--- src/hdl/psr_pkg.sv ---
// constants for the printer status reporter
package psr_pkg;
   localparam int CLK_HZ = 40_000_000;
   // print line sensing period and longest print-to-vsync delay
   localparam int SENSE_PERIOD_US = 1000;
   localparam int VSYNC_MAX_MS = 3700;
   localparam int SENSE_CYCLES = SENSE_PERIOD_US * (CLK_HZ / 1_000_000);
   localparam longint VSYNC_MAX_CYCLES = longint'(VSYNC_MAX_MS) * (CLK_HZ / 1000);
   // register byte offsets
   localparam logic [7:0] REG_CTRL = 8'h00;
   localparam logic [7:0] REG_STD = 8'h04;
   localparam logic [7:0] REG_OPER = 8'h08;
   localparam logic [7:0] REG_SERV = 8'h0c;
   localparam logic [7:0] REG_LINK = 8'h10;
   // control fields and reset value
   localparam int CTRL_LINK_EN = 0;
   localparam int CTRL_TEST_REQ = 1;
   localparam logic [1:0] CTRL_RESET = 2'h0;
   // command codes, odd parity included
   localparam logic [7:0] CMD_SR0 = 8'h01;
   localparam logic [7:0] CMD_SR1 = 8'h02;
   localparam logic [7:0] CMD_SR2 = 8'h04;
   localparam logic [7:0] CMD_SR4 = 8'h08;
   localparam logic [7:0] CMD_SR5 = 8'h0b;
   localparam logic [7:0] CMD_MODE_CTL = 8'h40;
   localparam logic [7:0] CMD_MODE_PRN = 8'h43;
   localparam logic [7:0] CMD_PAUSE = 8'h45;
   localparam logic [7:0] CMD_RELEASE = 8'h46;
   localparam logic [7:0] CMD_DRUM_ON = 8'h49;
   localparam logic [7:0] CMD_DRUM_OFF = 8'h4a;
   localparam logic [7:0] CMD_CASSETTE = 8'h4c;
   localparam logic [7:0] CMD_MANUAL = 8'h4f;
   localparam logic [7:0] CMD_RETX_CLR = 8'h5d;
   localparam logic [3:0] BITS_PER_BYTE = 4'h8;
   typedef enum logic [1:0] {SEL_STD, SEL_OPER, SEL_SERV, SEL_ZERO} psr_sel_type;
   typedef enum logic [1:0] {LNK_IDLE, LNK_RECV, LNK_SEND} psr_link_type;
endpackage

--- src/hdl/psr_status_reporter.sv ---
// printer engine status reporter: command receiver, status words, serial reply
//
// The Wishbone slave port and the placing of the registers were decided locally.
`timescale 1ns/1ps
module psr_status_reporter
   import psr_pkg::*;
#(
   parameter int SENSE_CYCLES_P = psr_pkg::SENSE_CYCLES
) (
   input wire logic sys_clk, // system clock
   input wire logic reset, // synchronous reset
   input wire logic clk_en, // freezes all state when low
   input wire logic wb_cyc_i, // wishbone cycle
   input wire logic wb_stb_i, // wishbone strobe
   input wire logic wb_we_i, // wishbone write
   input wire logic [7:0] wb_adr_i, // wishbone byte address
   input wire logic [31:0] wb_dat_i, // wishbone write data
   input wire logic [3:0] wb_sel_i, // wishbone byte enables
   output logic [31:0] wb_dat_o, // wishbone read data
   output logic wb_ack_o, // wishbone acknowledge
   input wire logic shift_clk, // serial shift clock from controller
   input wire logic cmd_busy, // controller sending a command
   input wire logic sc_i, // status/command line level
   output logic sc_o, // status/command line drive value
   output logic sc_oe_n, // low while driving the line
   output logic status_busy, // printer sending a status
   input wire logic print_request_line, // print signal from controller
   output logic vertical_sync_request, // vsync request to controller
   output logic ready, // printer ready
   input wire logic drum_turning, // drum rotating normally
   input wire logic scanner_ok, // scanner rotating normally
   input wire logic laser_ready, // laser ready to light
   input wire logic motor_turning, // main motor running
   input wire logic paper_moving, // paper in transport
   input wire logic paper_mid_page, // page being printed
   input wire logic fixer_heating, // fixer below target temperature
   input wire logic fixer_fault, // fixing assembly malfunction
   input wire logic beam_fault, // beam detect malfunction
   input wire logic scanner_fault, // scanner malfunction
   input wire logic laser_temp_fault, // laser temperature control malfunction
   input wire logic motor_fault, // main motor timing malfunction
   input wire logic cartridge_bad, // cartridge missing or misseated
   input wire logic cassette_empty, // cassette empty or absent
   input wire logic jam_sense, // paper jam sensed
   input wire logic misprint_sense, // misprint sensed
   input wire logic test_switch, // test print switch
   output logic engine_power_on, // fixer, motor, scanner, laser enable
   output logic drum_run, // drum rotation command
   output logic paper_eject, // eject unprinted sheet
   output logic manual_feed // manual feed mode selected
);
   import psr_pkg::*;

   function automatic logic odd_bit(input logic [6:0] d);
      odd_bit = ~(^d);
   endfunction

   // two-stage synchronisers for every engine and serial link input; the wishbone inputs are not synchronised
   localparam int NS = 22;
   logic [NS-1:0] sync1_q;
   logic [NS-1:0] sync2_q;
   wire [NS-1:0] raw_in = {shift_clk, cmd_busy, sc_i, print_request_line, drum_turning,
      scanner_ok, laser_ready, motor_turning, paper_moving, paper_mid_page, fixer_heating,
      fixer_fault, beam_fault, scanner_fault, laser_temp_fault, motor_fault, cartridge_bad,
      cassette_empty, jam_sense, misprint_sense, test_switch, 1'b0};
   always_ff @(posedge sys_clk) begin
      if (reset) begin
         sync1_q <= '0;
         sync2_q <= '0;
      end else if (clk_en) begin
         sync1_q <= raw_in;
         sync2_q <= sync1_q;
      end
   end
   wire s_sclk = sync2_q[21];
   wire s_cbsy = sync2_q[20];
   wire s_sc = sync2_q[19];
   wire s_print = sync2_q[18];
   wire s_drum = sync2_q[17];
   wire s_scan = sync2_q[16];
   wire s_laser = sync2_q[15];
   wire s_motor = sync2_q[14];
   wire s_paper = sync2_q[13];
   wire s_mid = sync2_q[12];
   wire s_heat = sync2_q[11];
   wire [4:0] s_serv = sync2_q[10:6];
   wire s_cart = sync2_q[5];
   wire s_empty = sync2_q[4];
   wire s_jam = sync2_q[3];
   wire s_misp = sync2_q[2];
   wire s_test = sync2_q[1];

   // wishbone slave
   logic [1:0] ctrl_q;
   logic ack_q;
   logic [31:0] rdat_q;
   wire wb_req = wb_cyc_i & wb_stb_i & ~ack_q;
   wire wr_ctrl = wb_req & wb_we_i & wb_sel_i[0] & (wb_adr_i == REG_CTRL);
   wire link_en = ctrl_q[CTRL_LINK_EN];

   // engine state
   logic pause_q, pause_pend_q, retx_q, jam_q, call_q, lock_q, test_q;
   logic drum_q, manual_q, eject_q, vsync_req_q, ready_q, print_hold_q, fix_wait_q;
   logic [4:0] serv_q;
   logic [6:0] oper_q;
   logic [$clog2(SENSE_CYCLES_P+1)-1:0] sense_cnt_q;
   wire sense_tick = (sense_cnt_q == '0);

   // command execution strobes, valid only for error-free commands
   logic exec_q;
   logic [7:0] cmd_q;
   wire x_pause = exec_q & (cmd_q == CMD_PAUSE);
   wire x_release = exec_q & (cmd_q == CMD_RELEASE);
   wire x_drum_on = exec_q & (cmd_q == CMD_DRUM_ON);
   wire x_drum_off = exec_q & (cmd_q == CMD_DRUM_OFF);
   wire x_cassette = exec_q & (cmd_q == CMD_CASSETTE);
   wire x_manual = exec_q & (cmd_q == CMD_MANUAL);
   wire x_retx_clr = exec_q & (cmd_q == CMD_RETX_CLR);
   wire x_mode_prn = exec_q & (cmd_q == CMD_MODE_PRN);
   wire x_mode_ctl = exec_q & (cmd_q == CMD_MODE_CTL);

   // status word contents
   wire drum_idle = ~drum_q & ~s_drum;
   wire preq_bit = s_drum & s_scan & s_laser & ~print_hold_q & ~pause_q;
   wire deliv_bit = s_motor & s_paper;
   wire wait_bit = s_heat & ~serv_q[4] & ~pause_q;
   wire [6:0] std_word = {1'b0, preq_bit, deliv_bit, retx_q, wait_bit, pause_q, call_q};
   wire paper_out = s_empty & ~manual_q;
   wire [6:0] oper_d = {1'b0, s_cart, 1'b0, paper_out, jam_q | s_jam, 1'b0, test_q};
   wire serv_any = |serv_q;
   wire fix_pause_now = serv_q[4] & ~s_paper;
   wire other_fault = |serv_q[3:0];
   wire start_test = (s_test | ctrl_q[CTRL_TEST_REQ]) & drum_idle & ready_q;

   always_ff @(posedge sys_clk) begin
      if (reset) begin
         sense_cnt_q <= '0;
         print_hold_q <= 1'b0;
         vsync_req_q <= 1'b0;
         drum_q <= 1'b0;
         manual_q <= 1'b0;
      end else if (clk_en) begin
         sense_cnt_q <= sense_tick ? ($bits(sense_cnt_q))'(SENSE_CYCLES_P - 1) :
            sense_cnt_q - 1'b1;
         if (s_print & ~print_hold_q & preq_bit) begin
            print_hold_q <= 1'b1;
         end else if (sense_tick) begin
            print_hold_q <= 1'b0;
         end
         if (~s_print | pause_q) begin
            vsync_req_q <= 1'b0;
         end else if (print_hold_q & sense_tick) begin
            vsync_req_q <= 1'b1;
         end
         // print line has priority over a drum stop
         if (pause_q) begin
            drum_q <= 1'b0;
         end else if (x_drum_on | s_print) begin
            drum_q <= 1'b1;
         end else if (x_drum_off) begin
            drum_q <= 1'b0;
         end
         if (x_manual & ~s_print) begin
            manual_q <= 1'b1;
         end else if (x_cassette & ~s_print) begin
            manual_q <= 1'b0;
         end
      end
   end

   always_ff @(posedge sys_clk) begin
      if (reset) begin
         pause_q <= 1'b0;
         pause_pend_q <= 1'b0;
         retx_q <= 1'b0;
         jam_q <= 1'b0;
         serv_q <= '0;
         oper_q <= '0;
         call_q <= 1'b0;
         lock_q <= 1'b0;
         test_q <= 1'b0;
         eject_q <= 1'b0;
         ready_q <= 1'b0;
         fix_wait_q <= 1'b0;
      end else if (clk_en) begin
         serv_q <= serv_q | s_serv;
         oper_q <= oper_d;
         if (s_jam) begin
            jam_q <= 1'b1;
         end
         if (s_jam | s_misp) begin
            retx_q <= 1'b1;
         end else if (x_retx_clr) begin
            retx_q <= 1'b0;
         end
         // call follows the registered words one cycle later
         if (oper_q[5] | oper_q[2] | serv_any) begin
            lock_q <= 1'b1;
         end
         call_q <= lock_q | oper_q[5] | oper_q[2] | serv_any | oper_q[3];
         fix_wait_q <= serv_q[4] & s_paper & ~pause_q;
         eject_q <= serv_q[4] & s_paper & ~s_mid & ~pause_q;
         // pending request retires once taken, so a release is not overridden
         if (x_pause) begin
            pause_pend_q <= 1'b1;
         end else if (x_release | pause_q) begin
            pause_pend_q <= 1'b0;
         end
         if (jam_q | other_fault | fix_pause_now) begin
            pause_q <= 1'b1;
         end else if ((pause_pend_q | x_pause) & drum_idle) begin
            pause_q <= 1'b1;
         end else if (x_release & ~serv_any) begin
            pause_q <= 1'b0;
         end
         if (start_test) begin
            test_q <= 1'b1;
         end else if (~s_test & ~ctrl_q[CTRL_TEST_REQ]) begin
            test_q <= 1'b0;
         end
         ready_q <= ~test_q & ~start_test & ~call_q & ~pause_q;
      end
   end

   // serial link: receive on rising, send on falling shift clock edges
   psr_link_type link_q;
   logic sclk_d_q;
   logic [7:0] shreg_q;
   logic [3:0] bitcnt_q;
   logic sbsy_q, sc_o_q, sc_oe_n_q, mode_prn_q, last_err_q;
   psr_sel_type sel;
   wire sclk_rise = s_sclk & ~sclk_d_q;
   wire sclk_fall = ~s_sclk & sclk_d_q;
   wire [7:0] rx = shreg_q;
   wire par_err = (bitcnt_q != BITS_PER_BYTE) | ~(^rx);
   wire is_sr = (rx == CMD_SR0) | (rx == CMD_SR1) | (rx == CMD_SR2) | (rx == CMD_SR4) |
      (rx == CMD_SR5);
   wire is_ec = (rx == CMD_MODE_CTL) | (rx == CMD_MODE_PRN) | (rx == CMD_PAUSE) |
      (rx == CMD_RELEASE) | (rx == CMD_DRUM_ON) | (rx == CMD_DRUM_OFF) |
      (rx == CMD_CASSETTE) | (rx == CMD_MANUAL) | (rx == CMD_RETX_CLR);
   wire cmd_err = par_err | ~(is_sr | is_ec);
   assign sel = (rx == CMD_SR1) ? SEL_OPER : (rx == CMD_SR2) ? SEL_SERV :
      ((rx == CMD_SR4) | (rx == CMD_SR5)) ? SEL_ZERO : SEL_STD;
   wire [6:0] payload = (sel == SEL_OPER) ? oper_q : (sel == SEL_SERV) ? {1'b0, serv_q, 1'b0} :
      (sel == SEL_ZERO) ? 7'h00 : std_word;
   wire [6:0] err_word = {1'b1, par_err, 5'h00};
   wire [6:0] reply7 = cmd_err ? err_word : payload;
   wire [7:0] reply = {reply7, odd_bit(reply7)};

   always_ff @(posedge sys_clk) begin
      if (reset) begin
         link_q <= LNK_IDLE;
         sclk_d_q <= 1'b0;
         shreg_q <= '0;
         bitcnt_q <= '0;
         sbsy_q <= 1'b0;
         sc_o_q <= 1'b0;
         sc_oe_n_q <= 1'b1;
         exec_q <= 1'b0;
         cmd_q <= '0;
         mode_prn_q <= 1'b0;
         last_err_q <= 1'b0;
      end else if (clk_en) begin
         sclk_d_q <= s_sclk;
         exec_q <= 1'b0;
         if (x_mode_prn) begin
            mode_prn_q <= 1'b1;
         end else if (x_mode_ctl) begin
            mode_prn_q <= 1'b0;
         end
         case (link_q)
            LNK_IDLE: begin
               bitcnt_q <= '0;
               if (s_cbsy & link_en) begin
                  link_q <= LNK_RECV;
               end
            end
            LNK_RECV: begin
               if (sclk_rise & (bitcnt_q != BITS_PER_BYTE)) begin
                  shreg_q <= {shreg_q[6:0], s_sc};
                  bitcnt_q <= bitcnt_q + 1'b1;
               end
               if (~s_cbsy) begin
                  shreg_q <= reply;
                  cmd_q <= rx;
                  exec_q <= ~cmd_err & is_ec;
                  last_err_q <= cmd_err;
                  sc_o_q <= reply[7];
                  sc_oe_n_q <= 1'b0;
                  sbsy_q <= 1'b1;
                  bitcnt_q <= '0;
                  link_q <= LNK_SEND;
               end
            end
            LNK_SEND: begin
               if (sclk_rise) begin
                  bitcnt_q <= bitcnt_q + 1'b1;
               end
               if (sclk_fall & (bitcnt_q != BITS_PER_BYTE)) begin
                  shreg_q <= {shreg_q[6:0], 1'b0};
                  sc_o_q <= shreg_q[6];
               end
               if (sclk_fall & (bitcnt_q == BITS_PER_BYTE)) begin
                  sbsy_q <= 1'b0;
                  sc_oe_n_q <= 1'b1;
                  sc_o_q <= 1'b0;
                  link_q <= LNK_IDLE;
               end
            end
            default: link_q <= LNK_IDLE;
         endcase
      end
   end

   // register read path
   wire [31:0] rd_mux = (wb_adr_i == REG_CTRL) ? {30'h0, ctrl_q} :
      (wb_adr_i == REG_STD) ? {24'h0, std_word, odd_bit(std_word)} :
      (wb_adr_i == REG_OPER) ? {24'h0, oper_q, odd_bit(oper_q)} :
      (wb_adr_i == REG_SERV) ? {24'h0, 1'b0, serv_q, 1'b0, odd_bit({1'b0, serv_q, 1'b0})} :
      (wb_adr_i == REG_LINK) ? {20'h0, last_err_q, mode_prn_q, manual_q, pause_q, cmd_q} :
      32'h0;

   always_ff @(posedge sys_clk) begin
      if (reset) begin
         ctrl_q <= CTRL_RESET;
         ack_q <= 1'b0;
         rdat_q <= '0;
      end else if (clk_en) begin
         ack_q <= wb_req;
         if (wb_req & ~wb_we_i) begin
            rdat_q <= rd_mux;
         end
         if (wr_ctrl) begin
            ctrl_q <= wb_dat_i[1:0];
         end
      end
   end

   // output flops
   logic pwr_q, drum_o_q, eject_o_q, manual_o_q;
   always_ff @(posedge sys_clk) begin
      if (reset) begin
         pwr_q <= 1'b0;
         drum_o_q <= 1'b0;
         eject_o_q <= 1'b0;
         manual_o_q <= 1'b0;
      end else if (clk_en) begin
         pwr_q <= ~pause_q & link_en;
         drum_o_q <= drum_q & ~pause_q;
         eject_o_q <= eject_q | (fix_wait_q & ~s_mid & s_paper);
         manual_o_q <= manual_q;
      end
   end

   assign wb_dat_o = rdat_q;
   assign wb_ack_o = ack_q;
   assign sc_o = sc_o_q;
   assign sc_oe_n = sc_oe_n_q;
   assign status_busy = sbsy_q;
   assign vertical_sync_request = vsync_req_q;
   assign ready = ready_q;
   assign engine_power_on = pwr_q;
   assign drum_run = drum_o_q;
   assign paper_eject = eject_o_q;
   assign manual_feed = manual_o_q;
endmodule

--- config.mk ---
export PLATFORM = sky130hd
export DESIGN_NAME = psr_status_reporter
export DESIGN_NICKNAME = d
export VERILOG_FILES = /design/src/hdl/psr_pkg.sv /design/src/hdl/psr_status_reporter.sv
export SDC_FILE = /design/constraint.sdc
export NUM_CORES = 1
export LEC_CHECK = 0
export BUFFER_PORTS_ARGS = -buffer_cell sky130_fd_sc_hd__buf_2
export CAP_MARGIN = 5
export CELL_PAD_IN_SITES_DETAIL_PLACEMENT = 1
export CELL_PAD_IN_SITES_GLOBAL_PLACEMENT = 1
export CORE_MARGIN = 4
export CORE_UTILIZATION = 42
export DETAILED_ROUTE_END_ITERATION = 8
export PLACE_DENSITY = 0.77
export SLEW_MARGIN = 10
export SYNTH_ARGS = -nofsm -noshare
export SYNTH_HDL_FRONTEND = slang
export SYNTH_SLANG_ARGS = --single-unit
--- constraint.sdc ---
create_clock -name sys_clk -period 3.2 [get_ports sys_clk]
set_input_delay 0.16 -clock sys_clk [delete_from_list [all_inputs] [get_ports sys_clk]]
set_output_delay 0.16 -clock sys_clk [all_outputs]
set_load 0.1 [all_outputs]
==> parameters.txt <==
Parameter                              Value

Run
  Number of max-cap violations ... 0

Detailed routing
  Total wirelength of the detailed-routed design ... 17200 um
  Drt pass-1 iters ... 4
  Number of design-rule violations left by the first detailed-router iteration ... 302
  DRC viols ... 0
  Via density per instance ... 5.54
  Vias after detailed routing ... 5356
  Number of nets still failing antenna checks after routing ... 0
  DR WL/cell ... 17.8 um

Global routing
  Via count of the first global-routing pass ... 5482
  Met3 track demand over resource in global routing ... 0.0407
  Routing layer with the top usage in global route ... met2
  Number of antenna violations at the first check in global routing ... 0
  GR Overflow Total ... 0
  Largest net degree at the start of global routing ... 79
  GRT met1 Usage ... 0.275
  GRT met2 Usage ... 0.346
  First-pass GRT wire length ... 28000 um
  GRT Overall Usage ... 0.212

Outcome
  Outcome ... finished clean

Floorplan
  I/O Pins ... 113
  Die height ... 129 um
  Horizontal die dimension ... 129 um
  Site row count ... 43
  Full die area ... 0.0166 mm2
  Std-Cell Core Area ... 0.0141 mm2
  Initial core utilization ... 0.436

Yosys
  Count of synthesis-stage warnings from yosys ... 0
  Proportion of synthesized flip-flops having asynchronous set or reset ... 0
  Instance count of the mapped netlist ... 707
  Number of register bits inferred by synthesis ... 129
  Number of enable-type register cells in the synthesized netlist ... 0
  Main synth FF type ... sky130_fd_sc_hd__dfxtp_1
  Mean Syn Cell Area ... 8.69 um2
  Sequential cell area fraction in the yosys report ... 0.420
  Combined area of all synthesized cells ... 0.00614 mm2
  Cell variety after synth ... 68

Timing
  Worst setup margin ... 0.513 ns
  Maximum clock rate ... 0.372 GHz
  Worst setup skew after layout ... 0.00620 ns
  Final-report setup violation count ... 0
  Time the final worst path needs with I/O delays and setup ... 2.69 ns
  Max Transition Viols Final ... 0
  Endpoints failing hold ... 0
  Slew HR ... 0.436
  Unrepaired setup endpoints after global routing ... false
  Ratio of final minimum period to clock period ... 0.840
  Slew at the pin with the worst max-slew slack ... 0.846 ns
  Sum of negative setup slack ... 0 ns

Clocking
  Clock Latency Late Sink ... 0.42 ns
  Number of sinks handled by clock tree synthesis ... 129
  CTS H-tree depth ... 4
  Buffer type at the clock tree root ... sky130_fd_sc_hd__clkbuf_16
  Number of buffers inserted by post-CTS setup repair ... 0
  TritonCTS clock tree ... built
  Inserted Clock Buffers ... 17
  Register clock-pin slew on the reported worst setup and hold paths ... 0.06 ns
  Clock Path Buffers ... 2

Finish
  Filler cell count ... 1690
  Commonest cells after routing, fill and taps aside ... 129 x sky130_fd_sc_hd__dfxtp_1, 118 x sky130_fd_sc_hd__nor2_1, 57 x sky130_fd_sc_hd__buf_2, 55 x sky130_fd_sc_hd__nand2_1, 53 x sky130_fd_sc_hd__mux2i_1
  Area growth from synthesis to layout ... 18.8%
  Antenna fix cells ... 0
  Post-route cell area ... 0.00730 mm2
  Final standard cell count with taps included and fillers excluded ... 967
  Layout Utilization ... 0.518
  Fraction of layout instances using a drive strength above 1 ... 0.142
  Leading cell type in the layout, fill and taps excluded ... sky130_fd_sc_hd__dfxtp_1
  Post-layout net count ... 865

Worst setup path
  Critical path required time ... 3.51 ns
  CP endpoint kind ... register
  Type of the worst setup path ... register to register
  Critical Path Start Type ... register
  Cells along the critical path ... inv_1 > ha_1 > o22ai_1 > a21boi_0 > o21a_1 > nor2_1 > nor3_1 > a221oi_1 > a211oi_1
  Buffers plus inverters on the worst setup path ... 1
  WP depth ... 9
  Largest incremental delay on the critical path ... 0.61 ns
  Arrival time at the worst endpoint ... 3.00 ns
  FF-to-FF path depth ... 9
  Slowest cell on the critical path ... sky130_fd_sc_hd__nor3_1
  Cell family with most CP delay ... compound AO/OA/AOI/OAI gates
  Minimum setup slack among reg-to-reg paths ... 0.51 ns
  Highest fanout seen on the critical path ... 6

Min path
  Tightest Hold Check Type ... input port to register
  Hold Crit Depth ... 3

Power
  PD cells ... 624 mW/mm2
  Worst vdd ir ... 0.365 mV
  Leakage power ... 3.02 nW

Place
  Setup WS pre-CTS ... 0.595 ns
  Estimated wirelength of the detail-placed design ... 12100 um
  Number of placed cells counting well taps ... 916
  Number of buffers added on ports ... 59
  Placed Instance Area ... 0.00650 mm2
  Final GP Congestion ... 0.899
-- stage by stage --
stage | hold WS, ns | power (mW)
after floorplan | 0.304 | 2.44
after global placement | 0.394 | 2.54
after detailed placement | 0.405 | 2.60
after CTS | 0.00419 | 4.60
after global routing | 0.0199 | 4.75
final | 0.0249 | 4.56
-- layout make-up --
type	count	area (um2)	share of cell area
clock inverters	8	100	0.0137
flip-flops and latches	129	2580	0.354
well taps	180	225	0.0308
clock buffers	24	512	0.0701
multi-input cells	521	3270	0.448
repair buffers	83	528	0.0723
inverters	22	82.6	0.0113
-- synth_stat cells (3+ instances only) --
master,number,area (um2)
sky130_fd_sc_hd__dfxtp_1,129,2580
sky130_fd_sc_hd__nor2_1,118,443
sky130_fd_sc_hd__nand2_1,55,206
sky130_fd_sc_hd__mux2i_1,53,531
sky130_fd_sc_hd__a21oi_1,49,245
sky130_fd_sc_hd__clkbuf_1,31,116
sky130_fd_sc_hd__xnor2_1,22,193
sky130_fd_sc_hd__inv_1,21,78.8
sky130_fd_sc_hd__buf_4,20,150
sky130_fd_sc_hd__ha_1,20,250
sky130_fd_sc_hd__nor3_1,18,90.1
sky130_fd_sc_hd__a211oi_1,16,120
sky130_fd_sc_hd__o21ai_0,15,75.1
sky130_fd_sc_hd__a31oi_1,10,62.6
sky130_fd_sc_hd__xor2_1,9,78.8
sky130_fd_sc_hd__a22oi_1,7,52.6
sky130_fd_sc_hd__or4_1,7,52.6
sky130_fd_sc_hd__a221oi_1,6,52.6
sky130_fd_sc_hd__and2_1,6,37.5
sky130_fd_sc_hd__nand3_1,6,30.0
sky130_fd_sc_hd__nand4_1,6,37.5
sky130_fd_sc_hd__or2_2,5,31.3
sky130_fd_sc_hd__nand2b_1,4,25.0
sky130_fd_sc_hd__o41ai_1,4,35.0
sky130_fd_sc_hd__a311oi_1,3,26.3
sky130_fd_sc_hd__and3_1,3,18.8
sky130_fd_sc_hd__nor3b_1,3,22.5
sky130_fd_sc_hd__nor4_1,3,18.8
sky130_fd_sc_hd__o21a_1,3,22.5
-- power breakdown --
group	total [mW]	switching, mW	internal, mW
sequential	1.84	0.116	1.73
combinational	0.749	0.475	0.274
clock	1.97	0.700	1.27
-- flip-flops by register name (all words and copies together), names as in the netlist, 2 cells and up --
| register | flops |
|---|---|
| bitcnt_q | 4 |
| cmd_q | 8 |
| ctrl_q | 2 |
| link_q | 2 |
| oper_q | 4 |
| rx | 8 |
| sense_cnt_q | 16 |
| serv_q | 5 |
| sync1_q | 21 |
| sync2_q | 21 |
| wb_dat_o | 12 |
-- final timing paths --
path | startpoint | end
setup reg to reg | rx[3] | rx[5]
setup / recovery | rx[3] | rx[5]
hold reg to reg | wb_dat_o[6] | wb_dat_o[6]
hold / removal | fixer_fault | sync1_q[10]
-- timing repair --
action                                  4_1_cts  5_1_grt
endpoints found under the setup margin        0        0
hold endpoints to repair                     19        0
resized for setup                             0        0
hold buffers                                 19        0
-- worst register-to-register path, cell delays in order (launching register included) --
cell                       delay [ns]
sky130_fd_sc_hd__dfxtp_1         0.36
sky130_fd_sc_hd__inv_1           0.13
sky130_fd_sc_hd__ha_1            0.27
sky130_fd_sc_hd__o22ai_1         0.10
sky130_fd_sc_hd__a21boi_0        0.29
sky130_fd_sc_hd__o21a_1          0.24
sky130_fd_sc_hd__nor2_1          0.09
sky130_fd_sc_hd__nor3_1          0.61
sky130_fd_sc_hd__a221oi_1        0.19
sky130_fd_sc_hd__a211oi_1        0.31
-- logic make-up (layout without fill, tap and decap cells) --
kind of cell,count (synthesis),count (layout),synth area share
mux,53,53,0.0864
fa+ha+maj,20,20,0.0407
xor+xnor,32,32,0.0479
simple gates,251,251,0.188
other cells,1,20,0.000610
compound gates,145,145,0.157
buf+inv,76,137,0.0589
flops,129,129,0.420
-- per-layer routing --
metal / wire length (um) / vias up
li1: - / 2581
met1: 7820 / 2600
met2: 8110 / 139
met3: 818 / 36
met4: 471 / 0
met5: 0 / -
Note: power is estimated with default switching activity, not from simulation.
